File: src/rtl/wdg_pkg.sv
// constants, register map and enumerations of the watchdog.
// assumes mclk stands in for the internal oscillator clock.
package wdg_pkg;

    // clock and timing
    localparam int CLK_MHZ = 250;
    localparam int OSC_DIV = 16384;
    localparam int RST_PULSE_NS = 30000;
    localparam int RST_PULSE_CYC = (RST_PULSE_NS * CLK_MHZ + 999) / 1000;

    // watchdog_control layout
    localparam int CNT_W = 7;
    localparam int STEP_W = 6;
    localparam int ACT_BIT = 7;
    localparam int TOP_BIT = 6;
    localparam logic [6:0] CNT_RESET = 7'h7f;
    localparam logic [6:0] CNT_EDGE = 7'h40;

    // register offsets (byte addresses)
    localparam int ADR_W = 8;
    localparam logic [7:0] ADR_CONTROL = 8'h00;
    localparam logic [7:0] ADR_STATUS = 8'h04;

    // status register fields
    localparam int ST_ACTIVE = 0;
    localparam int ST_HW = 1;
    localparam int ST_HALT_RST = 2;
    localparam int ST_PULSE = 3;
    localparam int ST_PIN = 4;
    localparam int ST_CAUSE = 5;
    localparam int ST_STEPS = 8;

    typedef enum logic [1:0] {
        CAUSE_NONE,
        CAUSE_TIMEOUT,
        CAUSE_SOFT,
        CAUSE_HALT
    } cause_type;

endpackage

File: src/rtl/wdg_ctl_if.sv
// carrier between the watchdog core, its prescaler and its pulse stretcher.
// assumes all parties run on mclk.
interface wdg_ctl_if;
    logic tick;
    logic fire;
    logic busy;

    modport timer (output tick);
    modport pulse (input fire, output busy);
    modport core (input tick, output fire, input busy);
endinterface

File: src/rtl/wdg_prescaler.sv
// free-running prescaler giving one tick per DIV clocks.
// assumes only sys_rst may restart it; register writes never do.
module wdg_prescaler #(
    parameter int DIV = wdg_pkg::OSC_DIV
) (
    // clock and reset
    input wire logic mclk,
    input wire logic sys_rst,
    // tick to the core
    wdg_ctl_if.timer ctl
);
    localparam int W = $clog2(DIV);
    localparam logic [W-1:0] LAST = W'(DIV - 1);

    logic [W-1:0] div_q;
    wire wrap = (div_q == LAST);

    // no write port here, so the phase survives control writes
    always_ff @(posedge mclk) begin
        if (sys_rst || wrap) begin
            div_q <= '0;
        end else begin
            div_q <= div_q + 1'b1;
        end
    end

    assign ctl.tick = wrap;

    int gap_q;
    logic seen_q;
    always_ff @(posedge mclk) begin
        if (sys_rst) begin
            gap_q <= 0;
            seen_q <= 1'b0;
        end else begin
            gap_q <= wrap ? 0 : gap_q + 1;
            seen_q <= seen_q | wrap;
        end
    end

    a_tick_spacing: assert property (
        @(posedge mclk) disable iff (sys_rst)
        (wrap && seen_q) |-> (gap_q == DIV - 1))
        else $error("prescaler tick spacing wrong");
endmodule

File: src/rtl/wdg_reset_pulse.sv
// stretches one fire request into a low pulse on the reset pin.
// assumes fire is ignored while a pulse is already running.
module wdg_reset_pulse #(
    parameter int LEN = wdg_pkg::RST_PULSE_CYC
) (
    // clock and reset
    input wire logic mclk,
    input wire logic sys_rst,
    // request from the core
    wdg_ctl_if.pulse ctl,
    // pin enable, low while pulling the pin down
    output logic pin_oe_n
);
    typedef enum logic {PULSE_IDLE, PULSE_LOW} pulse_type;

    localparam int CW = $clog2(LEN + 1);
    localparam logic [CW-1:0] LOAD = CW'(LEN - 1);

    pulse_type state_q, state_d;
    logic [CW-1:0] left_q;
    wire last = (left_q == '0);

    always_comb begin
        state_d = state_q;
        case (state_q)
            PULSE_IDLE: if (ctl.fire) state_d = PULSE_LOW;
            PULSE_LOW: if (last) state_d = PULSE_IDLE;
            default: state_d = PULSE_IDLE;
        endcase
    end

    always_ff @(posedge mclk) begin
        if (sys_rst) begin
            state_q <= PULSE_IDLE;
            left_q <= '0;
            pin_oe_n <= 1'b1;
        end else begin
            state_q <= state_d;
            left_q <= (state_q == PULSE_IDLE) ? LOAD : left_q - 1'b1;
            pin_oe_n <= (state_d != PULSE_LOW);
        end
    end

    assign ctl.busy = (state_q == PULSE_LOW);

    int run_q;
    always_ff @(posedge mclk) begin
        if (sys_rst) begin
            run_q <= 0;
        end else begin
            run_q <= ctl.busy ? run_q + 1 : 0;
        end
    end

    a_pulse_length: assert property (
        @(posedge mclk) disable iff (sys_rst)
        $fell(ctl.busy) |-> (run_q == LEN))
        else $error("reset pulse length wrong");
endmodule

File: src/rtl/windowed_reset_watchdog.sv
// watchdog core: counter, control and status registers, wishbone slave.
// assumes mclk is the internal oscillator clock and the halt request
// and option bits come from logic on the same clock.
//
// Decided for this implementation: the register addresses and the Wishbone slave port.

module windowed_reset_watchdog #(
    parameter int PRESCALE = wdg_pkg::OSC_DIV,
    parameter int PULSE_CYCLES = wdg_pkg::RST_PULSE_CYC
) (
    // clock and reset
    input wire logic mclk,
    input wire logic sys_rst,
    // wishbone classic slave
    input wire logic wb_cyc_i,
    input wire logic wb_stb_i,
    input wire logic wb_we_i,
    input wire logic [wdg_pkg::ADR_W-1:0] wb_adr_i,
    input wire logic [3:0] wb_sel_i,
    input wire logic [31:0] wb_dat_i,
    output logic [31:0] wb_dat_o,
    output logic wb_ack_o,
    // option byte bits
    input wire logic opt_hw_watchdog,
    input wire logic opt_halt_reset,
    // cpu halt handshake
    input wire logic halt_req,
    output logic halt_enter,
    // open-drain reset pin
    input wire logic rst_pin_in,
    output logic rst_pin_out,
    output logic rst_pin_oe_n
);

    wdg_ctl_if ctl ();

    wdg_prescaler #(
        .DIV(PRESCALE)
    ) u_prescaler (
        .mclk(mclk),
        .sys_rst(sys_rst),
        .ctl(ctl.timer)
    );

    wdg_reset_pulse #(
        .LEN(PULSE_CYCLES)
    ) u_pulse (
        .mclk(mclk),
        .sys_rst(sys_rst),
        .ctl(ctl.pulse),
        .pin_oe_n(rst_pin_oe_n)
    );

    // the pin is only ever pulled low
    assign rst_pin_out = 1'b0;

    // bus decode
    logic ack_q;
    logic [31:0] dat_q;

    wire req = wb_cyc_i && wb_stb_i;
    wire [wdg_pkg::ADR_W-3:0] word = wb_adr_i[wdg_pkg::ADR_W-1:2];
    wire hit_ctrl = (word == wdg_pkg::ADR_CONTROL[wdg_pkg::ADR_W-1:2]);
    wire hit_stat = (word == wdg_pkg::ADR_STATUS[wdg_pkg::ADR_W-1:2]);

    // a write lands on the edge where the master sees ack
    wire wr_fire = req && wb_we_i && ack_q;
    wire ctrl_wr = wr_fire && hit_ctrl && wb_sel_i[0];

    wire [7:0] wr_byte = wb_dat_i[7:0];
    wire wr_act = wr_byte[wdg_pkg::ACT_BIT];
    wire wr_top = wr_byte[wdg_pkg::TOP_BIT];
    wire [wdg_pkg::CNT_W-1:0] wr_cnt = wr_byte[wdg_pkg::CNT_W-1:0];
    wire [wdg_pkg::STEP_W-1:0] wr_steps = wr_byte[wdg_pkg::STEP_W-1:0];

    // option byte capture
    // taken one cycle after release, never inside the reset branch
    logic opt_valid_q;
    logic hw_q;
    logic halt_rst_q;

    always_ff @(posedge mclk) begin
        if (sys_rst) begin
            opt_valid_q <= 1'b0;
            hw_q <= 1'b0;
            halt_rst_q <= 1'b0;
        end else if (!opt_valid_q) begin
            opt_valid_q <= 1'b1;
            hw_q <= opt_hw_watchdog;
            halt_rst_q <= opt_halt_reset;
        end
    end

    // activation and counter
    logic act_q;
    logic [wdg_pkg::CNT_W-1:0] cnt_q;
    logic [wdg_pkg::CNT_W-1:0] cnt_d;

    wire act_d = act_q || (ctrl_wr && wr_act);
    wire active = act_q || hw_q;
    wire active_d = act_d || hw_q;

    // a write wins over a tick in the same cycle
    assign cnt_d = ctrl_wr ? wr_cnt
                 : ctl.tick ? cnt_q - 1'b1
                 : cnt_q;

    always_ff @(posedge mclk) begin
        if (sys_rst) begin
            act_q <= 1'b0;
            cnt_q <= wdg_pkg::CNT_RESET;
        end else begin
            act_q <= act_d;
            cnt_q <= cnt_d;
        end
    end

    // remaining steps before the top bit drops
    wire [wdg_pkg::STEP_W-1:0] loaded_step_count =
        cnt_q[wdg_pkg::STEP_W-1:0];

    // reset sources
    wire timeout_hit = active && ctl.tick && !ctrl_wr
        && (cnt_q == wdg_pkg::CNT_EDGE);
    wire soft_hit = ctrl_wr && active_d && !wr_top;
    wire halt_hit = halt_req && active && halt_rst_q;

    // a running pulse already resets the part; further hits are dropped
    assign ctl.fire = (timeout_hit || soft_hit || halt_hit)
        && !ctl.busy;

    wdg_pkg::cause_type cause_q;
    wdg_pkg::cause_type cause_d;

    assign cause_d = !ctl.fire ? cause_q
                   : soft_hit ? wdg_pkg::CAUSE_SOFT
                   : halt_hit ? wdg_pkg::CAUSE_HALT
                   : wdg_pkg::CAUSE_TIMEOUT;

    always_ff @(posedge mclk) begin
        if (sys_rst) begin
            cause_q <= wdg_pkg::CAUSE_NONE;
        end else begin
            cause_q <= cause_d;
        end
    end

    // halt is granted only when it does not turn into a reset
    always_ff @(posedge mclk) begin
        if (sys_rst) begin
            halt_enter <= 1'b0;
        end else begin
            halt_enter <= halt_req && !halt_hit;
        end
    end

    // reset pin readback, three stages for a clean level
    logic [2:0] pin_sync_q;
    logic pin_lvl_q;

    always_ff @(posedge mclk) begin
        if (sys_rst) begin
            pin_sync_q <= 3'h7;
            pin_lvl_q <= 1'b1;
        end else begin
            pin_sync_q <= {pin_sync_q[1:0], rst_pin_in};
            if (pin_sync_q[1] == pin_sync_q[2]) begin
                pin_lvl_q <= pin_sync_q[2];
            end
        end
    end

    // read mux
    wire [31:0] ctrl_word = {24'h000000, act_q, cnt_q};
    wire [31:0] stat_word = {
        18'h00000,
        loaded_step_count,
        1'b0,
        cause_q,
        pin_lvl_q,
        ctl.busy,
        halt_rst_q,
        hw_q,
        active
    };
    wire [31:0] rd_word = hit_ctrl ? ctrl_word
                        : hit_stat ? stat_word
                        : 32'h00000000;

    // one wait state; unmapped reads return zero, writes are dropped
    always_ff @(posedge mclk) begin
        if (sys_rst) begin
            ack_q <= 1'b0;
            dat_q <= 32'h00000000;
        end else begin
            ack_q <= req && !ack_q;
            if (req && !ack_q) begin
                dat_q <= rd_word;
            end
        end
    end

    assign wb_ack_o = ack_q;
    assign wb_dat_o = dat_q;

    // checks

    a_count_step: assert property (
        @(posedge mclk) disable iff (sys_rst)
        (ctl.tick && !ctrl_wr)
        |=> (cnt_q == 7'($past(cnt_q) - 7'h01)))
        else $error("counter did not step down on tick");

    a_count_hold: assert property (
        @(posedge mclk) disable iff (sys_rst)
        (!ctl.tick && !ctrl_wr) |=> $stable(cnt_q))
        else $error("counter moved without a tick");

    a_timeout_fire: assert property (
        @(posedge mclk) disable iff (sys_rst)
        (active && ctl.tick && !ctrl_wr && !ctl.busy
            && cnt_q == wdg_pkg::CNT_EDGE)
        |=> (ctl.busy && !rst_pin_oe_n))
        else $error("timeout did not start a reset pulse");

    a_inactive_quiet: assert property (
        @(posedge mclk) disable iff (sys_rst)
        (!active_d && !halt_req && !ctl.busy) |=> !ctl.busy)
        else $error("reset pulse while inactive");

    a_reset_disabled: assert property (
        @(posedge mclk) disable iff (sys_rst)
        $fell(sys_rst) |-> (!act_q && cause_q == wdg_pkg::CAUSE_NONE))
        else $error("watchdog active right after reset");

    a_act_sticky: assert property (
        @(posedge mclk) disable iff (sys_rst)
        act_q |=> act_q)
        else $error("activation bit was cleared");

    a_soft_reset: assert property (
        @(posedge mclk) disable iff (sys_rst)
        (ctrl_wr && wr_act && !wr_top && !ctl.busy)
        |=> (ctl.busy && cause_q == wdg_pkg::CAUSE_SOFT))
        else $error("software reset not taken");

    a_halt_reset: assert property (
        @(posedge mclk) disable iff (sys_rst)
        (halt_req && active && halt_rst_q && !ctl.busy)
        |=> (ctl.busy && !halt_enter))
        else $error("halt while active did not reset");

    a_halt_pass: assert property (
        @(posedge mclk) disable iff (sys_rst)
        (halt_req && !halt_rst_q) |=> halt_enter)
        else $error("halt not granted with option off");

    a_option_latch: assert property (
        @(posedge mclk) disable iff (sys_rst)
        $rose(opt_valid_q)
        |-> (hw_q == $past(opt_hw_watchdog)
            && halt_rst_q == $past(opt_halt_reset)))
        else $error("option bits not captured");

    a_write_load: assert property (
        @(posedge mclk) disable iff (sys_rst)
        ctrl_wr |=> (cnt_q == $past(wr_cnt)))
        else $error("control write did not load counter");

    a_ack_single: assert property (
        @(posedge mclk) disable iff (sys_rst)
        wb_ack_o |=> !wb_ack_o)
        else $error("ack held longer than one cycle");

    a_ack_answer: assert property (
        @(posedge mclk) disable iff (sys_rst)
        (req && !wb_ack_o) |=> wb_ack_o)
        else $error("request not acknowledged");

    // unmapped words read as zero so software can probe safely
    a_unmapped_read: assert property (
        @(posedge mclk) disable iff (sys_rst)
        (req && !wb_ack_o && !hit_ctrl && !hit_stat)
        |=> (wb_dat_o == 32'h00000000))
        else $error("unmapped read not zero");

    // options are frozen from capture until the next reset
    a_option_hold: assert property (
        @(posedge mclk) disable iff (sys_rst)
        opt_valid_q |=> ($stable(hw_q) && $stable(halt_rst_q)))
        else $error("option bits changed after capture");

    a_hw_timeout: assert property (
        @(posedge mclk) disable iff (sys_rst)
        (hw_q && ctl.tick && !ctrl_wr && !ctl.busy
            && cnt_q == wdg_pkg::CNT_EDGE)
        |=> ctl.busy)
        else $error("hardware watchdog did not time out");

    // pin enable and pulse state come from one next-state term
    a_pin_follows: assert property (
        @(posedge mclk) disable iff (sys_rst)
        (rst_pin_oe_n == !ctl.busy) && (rst_pin_out == 1'b0))
        else $error("reset pin out of step with pulse");

    // the recorded cause only changes when a pulse starts
    a_cause_hold: assert property (
        @(posedge mclk) disable iff (sys_rst)
        !ctl.fire |=> $stable(cause_q))
        else $error("cause changed without a pulse");

    a_halt_idle: assert property (
        @(posedge mclk) disable iff (sys_rst)
        !halt_req |=> !halt_enter)
        else $error("halt granted without request");

    a_halt_grant: assert property (
        @(posedge mclk) disable iff (sys_rst)
        halt_enter |-> ($past(halt_req) && !$past(halt_hit)))
        else $error("halt granted instead of reset");

    a_step_load: assert property (
        @(posedge mclk) disable iff (sys_rst)
        ctrl_wr |=> (loaded_step_count == $past(wr_steps)))
        else $error("step count not loaded");

    a_tick_single: assert property (
        @(posedge mclk) disable iff (sys_rst)
        ctl.tick |=> !ctl.tick)
        else $error("prescaler tick longer than a cycle");

endmodule
File: config.mk
export PLATFORM = sky130hd
export DESIGN_NAME = windowed_reset_watchdog
export DESIGN_NICKNAME = d
export VERILOG_FILES = /design/src/rtl/wdg_pkg.sv /design/src/rtl/wdg_ctl_if.sv /design/src/rtl/wdg_prescaler.sv /design/src/rtl/wdg_reset_pulse.sv /design/src/rtl/windowed_reset_watchdog.sv
export SDC_FILE = /design/constraint.sdc
export NUM_CORES = 1
export LEC_CHECK = 0
export ABC_AREA = 1
export BUFFER_PORTS_ARGS = -buffer_cell sky130_fd_sc_hd__buf_4
export CAP_MARGIN = 0
export CELL_PAD_IN_SITES_DETAIL_PLACEMENT = 1
export CELL_PAD_IN_SITES_GLOBAL_PLACEMENT = 1
export CORE_MARGIN = 4
export CORE_UTILIZATION = 39
export DETAILED_ROUTE_END_ITERATION = 16
export PLACE_DENSITY = 0.85
export SYNTH_ARGS = -nofsm -noshare
export SYNTH_HDL_FRONTEND = slang
export SYNTH_SLANG_ARGS = --single-unit
File: constraint.sdc
create_clock -name mclk -period 4.45 [get_ports mclk]
set_clock_uncertainty 0.2 [all_clocks]
set_input_delay 0.6675 -clock mclk [delete_from_list [all_inputs] [get_ports mclk]]
set_output_delay 0.6675 -clock mclk [all_outputs]
set_load 0.01 [all_outputs]
# == After elaboration in Yosys (flattened, before gate mapping) ==
# Cells that the tools add are included.
# W data, S select, Z words.
# op_classes
addsub,3
n_reduce_logical,31
eq_ne,4
bitwise,2
muxes,11
# op_table
operator,n
$mux W14,2
$logic_and A1 B1 Y1,16
$add A14 B1 Y14 const B,1
$eq A14 B14 Y1 const B,1
$mux W7,2
$logic_not A13 Y1,1
$mux W13,1
$sub A13 B1 Y13 const B,1
$eq A7 B7 Y1 const B,1
$sub A7 B1 Y7 const B,1
$eq A6 B1 Y1 const B,1
$logic_not A6 Y1,1
$logic_or A1 B1 Y1,6
$logic_not A1 Y1,5
$mux W2,2
$mux W1,3
$not A1 Y1,2
$pmux W1 S2,1
$reduce_bool A2 Y1,1
$reduce_or A2 Y1,1
$eq A1 B1 Y1,1
# totals
output_inout_bits,36
word_cells,67
regBits,80
in_bits,53

# == Longest topological paths before layout ==
# Gate-level depths: netlist of the first run.
# logic_depth
word_depth,16
depth_mapped,10

# == Modules after synthesis ==
# From an unflattened synthesis of the first run, not the netlist that was laid out.
# unflattened
cells_unflattened,418
hier_area_um2,3047.9
# modules_own_cells
mod,cells_per_inst,seq_area_each_um2,n_inst,area_each_um2
windowed_reset_watchdog,216,660.6,1,1642.8
wdg_reset_pulse,100,300.3,1,708.2
wdg_prescaler,102,280.3,1,696.9

# == Worst setup path after synthesis of the first run ==
# Ideal clock, no wire load.
# synth_path
path_type,input to register
from,in wb_adr_i[3] (netlist bit)
to,reg cnt_q[2] (netlist bit)
path_slack_ns,2.677
arrival_ns,1.454
required_time_ns,4.130
stages,8
path_cell_list,nor2_1 -> nand3_4 -> inv_2 -> nand3_2 -> nand2_4 -> inv_2 -> nand2_1 -> nand3_1
# synth_via
elab_chain_cells,4
elab_cells_between_ends,5
classes_between,mux (1); reduce/logical (4)
# synth_rtl
element,line_no,rtl
"start, declared",windowed_reset_watchdog.sv:18,"input wire logic [wdg_pkg::ADR_W-1:0] wb_adr_i,"
$logic_not A6 Y1 *,windowed_reset_watchdog.sv:63,wire hit_ctrl = (word == wdg_pkg::ADR_CONTROL[wdg_pkg::ADR_W-1:2]);
$logic_and A1 B1 Y1 * (2 in a row),windowed_reset_watchdog.sv:68,wire ctrl_wr = wr_fire && hit_ctrl && wb_sel_i[0];
$mux W7 or $reduce_bool A2 Y1 (tied branches),-,
"end signal, assigned",windowed_reset_watchdog.sv:111,cnt_q <= wdg_pkg::CNT_RESET;
"end signal, assigned",windowed_reset_watchdog.sv:114,cnt_q <= cnt_d;
"end, declared",windowed_reset_watchdog.sv:96,logic [wdg_pkg::CNT_W-1:0] cnt_q;
# Every way passes the cells marked *; elsewhere a longest branch is shown, timed or not.
# A chain may end at the register's enable or synchronous reset.

# == Worst setup path in the final report of the first run ==
# layout_path
from,in wb_adr_i[5] (netlist bit)
to,"reg dat_q[0], in the netlist wb_dat_o[0]"
# layout_via
elab_chain_cells,3
elab_cells_between_ends,4
classes_between,eq/ne (1); mux (2); reduce/logical (1)
# layout_rtl
element,line_no,rtl
$eq A6 B1 Y1,windowed_reset_watchdog.sv:64,wire hit_stat = (word == wdg_pkg::ADR_STATUS[wdg_pkg::ADR_W-1:2]);
$mux W14,windowed_reset_watchdog.sv:187,: hit_stat ? stat_word
$mux W14 *,windowed_reset_watchdog.sv:186,wire [31:0] rd_word = hit_ctrl ? ctrl_word
"end signal, assigned",windowed_reset_watchdog.sv:198,dat_q <= rd_word;
"end, declared",windowed_reset_watchdog.sv:59,logic [31:0] dat_q;
# Marks and branches as above.

==> results of run 1 <==
final cells by class:
type,count,area [um^2]
clock buffers,10,137.6
clock inverters,6,61.31
fillers,938,3860
inverters,54,202.7
multi-input cells,277,1474
flip-flops and latches,62,1241
well taps,99,123.9
repair buffers,41,307.8
where the power goes:
part	internal (mW)	switching [mW]	total, mW
sequential	0.571	0.0107	0.581
combinational	0.0372	0.0562	0.0934
clock	0.272	0.227	0.499
total	0.880	0.294	1.17
stage by stage:
stage	power, mW	hold slack (ns)	setup WS, ns	cells
2_1_floorplan	0.6603	0.1895	2.677	420
3_3_place_gp	0.6829	0.1978	2.251	533
3_5_place_dp	0.6868	0.2094	2.212	533
4_1_cts	1.185	0.2232	2.527	549
5_1_grt	1.220	0.2414	2.400	549
6_report	1.173	0.2187	2.560	549
layout by cell type (no fill, tap or decap), types with 2 or more instances in the layout:
cell type  instances
buf_4             41
inv_2              4
nand2_1           64
conb_1            19
ha_1               3
xor2_1             7
clkbuf_8          10
nand3_1           23
o21a_1             2
clkinv_2           3
o221ai_1           7
inv_1             50
o21ai_0           19
a21oi_1           18
a31oi_1            3
xnor2_1            2
o31ai_1            7
nand4_1            7
nor2_4             3
nor2_1            47
nand3_2            2
nor2_2             6
nor3_1             6
a21oi_2            4
dfxtp_1           62
or2_2              6
nor3b_1            2
o211ai_1           4
o21ai_1            3
nand2_2            5
worst reg2reg max path, delay by kind of cell (launching register included):
kind,cells,cell delay (ns)
and+or+nand+nor,5,1.00
DFF,1,0.35
adders and majority gates,1,0.17
state kept, by name, indices dropped and copies added (netlist names), 2 cells and up:
| signal | cells |
|---|---|
| u_prescaler.div_q | 14 |
| pin_sync_q | 3 |
| cause_q | 2 |
| u_pulse.left_q | 13 |
| wb_dat_o | 14 |
| cnt_q | 7 |
final timing paths:
kind                                to  slack, ns  cells after the start
setup / recovery           wb_dat_o[0]       2.56                      6
hold / removal           pin_sync_q[1]       0.22                      1
setup reg to reg  u_prescaler.div_q[3]       2.60                      6
hold reg to reg          pin_sync_q[1]       0.22                      1
metal layers:
metal | part of all wire (%) | track usage, %
met1 | 42 | 21.10
met2 | 52 | 33.06
met3 | 3.4 | 3.127
met4 | 2.4 | 7.944
met5 | 0 | 0
cell families (layout without fill, tap and decap cells):
logic type,count (synthesis),after routing,share of synthesized area [%]
other,1,19,0.1232
DFF,62,62,40.77
xor gates and xnor gates,9,9,2.590
and+or+nand+nor,178,178,28.32
adders and majority gates,3,3,1.233
buffers and inverters,81,111,13.03
AOI/OAI and AO/OA,68,68,13.93
==> impl_metrics.yaml, run 1 <==
sta:
  final_hold_viol_count: 0
  rsz0062_at_grt: "no"
  setup_violations: 0
  fmax_mhz: 529.1
  min_period_over_period_pct: 42.47
  maxSlewHeadroom_pct: 57.70
  worst_slew_pin_slew_ns: 0.6326
  period_minus_slack_ns: 1.890
  setup_tns_ns: 0
  drv_slew: 0
min_path:
  hp-class: "flop to flop"
  worstHoldStart: "pin_sync_q[0]"
final_layout:
  antenna_cells: 0
  areaGrowthSynthToFinish_pct: 16.56
  fin_area_um2: 3548
  final_util_pct: 47.90
  drive_gt1_share_pct: 20.44
  nets: 501
cts:
  post-cts-setup-buffers: 0
  cts.sinks: 62
  holdBufCountCts: 0
  cts_buffers: 9
  clk_latency_ns: 0.34
  cts_root_buf: "clkbuf_8"
  clock_path_buffers: 2
  clk_pin_slew_ns: 0.07
  cts_tree: "done"
  cts_max_level: 3
  cts_resized: 0
global_routing:
  grt_pass1_vias: 2787
  grt_pass1_wl_um: 13210
  overflow: 0
  antenna_found_initial: 0
  grt_start_max_net_pins: 32
  globalRouteTotalUtil_pct: 18.33
detailed_routing:
  drc: 0
  ant_nets: 0
  drt_wl_total_um: 7728
  vias_per_cell: 4.954
  wl_per_cell_um: 14.08
  num_vias: 2720
  first_pass_iters: 4
  dr.first_iter.drc_count: 74
power:
  ir_drop_uv: 139.3
  power.density_nw_per_um2: 330.7
  leakage_nw: 1.605
synth:
  synth_ff_type: "dfxtp_1"
  yosys-top-cells-area: "dfxtp_1 (41%), nand2_1 (7.9%), inv_1 (6.2%)"
  async_reset_ff_share_pct: 0
  syn_area_um2: 3044
  syn_inst: 402
  yosysSeqAreaShare_pct: 40.77
  ys_ff_latch: 62
  synth_most_common_cell: "nand2_1"
  synth_common_cells: "nand2_1 (64), dfxtp_1 (62), inv_1 (50), nor2_1 (47), nand3_1 (23)"
  yosysWarnings: 0
  syn_area_per_cell_um2: 7.573
  synth_top_area_share_pct: 40.77
  yosys.area.top_type: "dfxtp_1"
  synth_edf_count: 0
  synthDistinctLibCells: 39
setup_path:
  cp.required_ns: 4.54
  slowest_delay_ns: 0.53
  reg2reg_from: "u_prescaler.div_q[0]"
  path_class: "input port to flop"
  start_kind: "input port"
  critical_path.top_delay_family: "simple AND/OR/NAND/NOR gates"
  crit_slowest_cell: "nand4_1"
  critPathLaunch: "wb_adr_i[5]"
  crit_fanout: 13
  cp_num_buf_inv: 2
  end_kind: "flop"
  worstPathArrival_ns: 1.98
  worstPathCellList: "buf_4 > nor2_2 > nand4_1 > nor2_1 > o221ai_1 > inv_1"
placement:
  portBuffers: 40
  placed_cell_area_um2: 3349
  dp_hpwl_um: 5601
  place.gp.congestion: 0.8442
job:
  drv_cap: 0
floorplan:
  core_area_um2: 7408
  die_w_um: 96.35
  rows: 31
  dieArea_um2: 9283
  io-pin-count: 89
  fp.dieH_um: 96.35
  initial_utilization_pct: 41.09
outcome:
  run_status: "complete, no violations"
No activity file was read; power rests on OpenSTA's default activity.
==> run 2: changes to the inputs <==
--- a/config.mk
+++ b/config.mk
@@ -11,9 +11,9 @@
 export CELL_PAD_IN_SITES_DETAIL_PLACEMENT = 1
 export CELL_PAD_IN_SITES_GLOBAL_PLACEMENT = 1
 export CORE_MARGIN = 4
-export CORE_UTILIZATION = 39
+export CORE_UTILIZATION = 33
 export DETAILED_ROUTE_END_ITERATION = 16
-export PLACE_DENSITY = 0.85
+export PLACE_DENSITY = 0.76
 export SYNTH_ARGS = -nofsm -noshare
 export SYNTH_HDL_FRONTEND = slang
 export SYNTH_SLANG_ARGS = --single-unit
==> constraint.sdc (replaced) <==
create_clock -name mclk -period 1.6 [get_ports mclk]
set_clock_uncertainty 0.2 [all_clocks]
set_input_delay 0.24 -clock mclk [delete_from_list [all_inputs] [get_ports mclk]]
set_output_delay 0.24 -clock mclk [all_outputs]
set_load 0.01 [all_outputs]
==> run 2 against run 1 <==
Compared with the run above:
- hold slack worse by 0.21 ns
- first-iteration DRC count increased by 43%
- via count up 6.6%
- core utilization shrank 2.6 points
- wire length grew 12%
- worst setup slack got worse by 2.5 ns
- critical path type is now flop to flop
- critical endpoint is now u_pulse.pin_oe_n
- largest cell class unchanged
==> impl_metrics.yaml, run 2 (synthesized netlist as in run 1, its figures left out) <==
outcome:
  run_status: "complete, no violations"
cts:
  clock_path_buffers: 2
  cts_tree: "done"
  clk_latency_ns: 0.35
  clk_pin_slew_ns: 0.08
  cts_max_level: 3
  cts.sinks: 62
  cts_buffers: 9
  cts_root_buf: "clkbuf_8"
global_routing:
  antenna_found_initial: 0
  grt_start_max_net_pins: 27
  globalRouteTotalUtil_pct: 16.28
  overflow: 0
  grt_pass1_vias: 2943
  grt_pass1_wl_um: 14330
final_layout:
  antenna_cells: 0
  layout_commonest_cell: "buf_4"
  final_cell_mix: "buf_4 (73), nand2_1 (59), dfxtp_1 (56), inv_1 (48), nor2_1 (40)"
  areaGrowthSynthToFinish_pct: 31.69
  drive_gt1_share_pct: 30.88
  nets: 541
  layoutNonFillerInstCount: 597
  fin_area_um2: 4009
placement:
  portBuffers: 40
  placed_cell_area_um2: 3598
  dp_hpwl_um: 6284
  place.gp.congestion: 0.7919
  dp.cells: 572
sta:
  fin_hold_ws_ns: 0.009710
  rsz0062_at_grt: "yes"
  min_period_over_period_pct: 99.29
  setup_violations: 0
  setup_tns_ns: 0
  period_minus_slack_ns: 1.589
  final_hold_viol_count: 0
  fmax_mhz: 629.5
  drv_slew: 0
power:
  power.total_mw: 3.296
  power.density_nw_per_um2: 822.2
  ir_drop_uv: 421.6
  leakage_nw: 1.827
setup_path:
  crit_fanout: 4
  critPathLaunch: "u_prescaler.div_q[0]"
  path_class: "flop to flop"
  cp.required_ns: 1.63
  end_kind: "flop"
  start_kind: "flop"
  endpoint: "u_pulse.pin_oe_n"
  reg2reg_depth: 10
  reg2reg_from: "u_prescaler.div_q[0]"
  worstPathArrival_ns: 1.62
  timing.rr.end: "u_pulse.pin_oe_n"
  r2r_setup_slack_ns: 0.01
detailed_routing:
  wl_per_cell_um: 14.46
  met2WireLength_um: 4596
  vias_per_cell: 4.856
  dr.first_iter.drc_count: 106
  drc: 0
  first_pass_iters: 4
  ant_nets: 0
  drt_wl_total_um: 8633
  wl_met1_um: 3532
  routed.top_layer: "met4"
  wl_met3_um: 355
  num_vias: 2899
floorplan:
  core_area_um2: 8848
  rows: 34
  io-pin-count: 89
  dieArea_um2: 10830
  fp.dieH_um: 104.0
  initial_utilization_pct: 34.40
  die_w_um: 104.0
job:
  drv_cap: 0
min_path:
  hp-class: "input port to flop"
-- run 2: repair_timing --
| item | in CTS | in global routing |
|---|---|---|
| pin swaps | 6 | 9 |
| hold buffers | 7 | 0 |
| endpoints found under the hold margin | 7 | 0 |
| setup endpoints to repair | 23 | 29 |
| setup buffers | 1 | 2 |
| resized for setup | 12 | 25 |
-- run 2: critical path: stages (launching register included) --
cell	delay (ns)
dfxtp_2	0.36
ha_4	0.15
nand2_4	0.06
nor2_4	0.15
nand4_2	0.10
nor2_2	0.12
nand2_1	0.07
nand2_1	0.07
nand2_2	0.08
nand2_2	0.07
nand2_1	0.04
-- run 2: power breakdown --
part	internal (mW)	switching [mW]	leakage (nW)
Combinational	0.144	0.177	1.22
Clock	0.724	0.630	0.0938
Sequential	1.59	0.0318	0.509
Total	2.46	0.839	1.83
-- run 2: per-layer routing --
metal / up-vias / GRT usage [%]
met5: - / 0
met4: 0 / 4.843
met3: 12 / 4.531
met2: 55 / 30.64
met1: 1393 / 17.60
li1: 1439 / -
-- run 2: how the worst min path moves through the flow --
stage | from | end | slack [ns] | depth (start not counted)
floorplan | sys_rst | wb_ack_o | 0.13 | 1
finish | wb_dat_i[3] | cnt_q[3] | 0.01 | 5
global placement | pin_sync_q[0] | pin_sync_q[1] | 0.20 | 1
detailed placement | pin_sync_q[0] | pin_sync_q[1] | 0.20 | 1
global route | wb_dat_i[3] | cnt_q[3] | 0.03 | 5
CTS | wb_dat_i[3] | cnt_q[3] | 0.006 | 5
-- run 2: through the flow --
step	util, %	setup WS (ns)
after floorplan	-	0.02981
after global placement	40.67	-0.03620
after detailed placement	40.67	-0.08878
after CTS	44.24	-0.02732
after global routing	45.31	-0.1315
final	45.31	0.01142
-- run 2: area by class of cell --
class	instances	area (um^2)
multi-input combinational	277	1590
clock inverter	2	15.01
sequential	62	1249
fill	1112	4840
timing repair buffer	81	638.1
tap	108	135.1
inverter	54	202.7
clock buffer	13	178.9
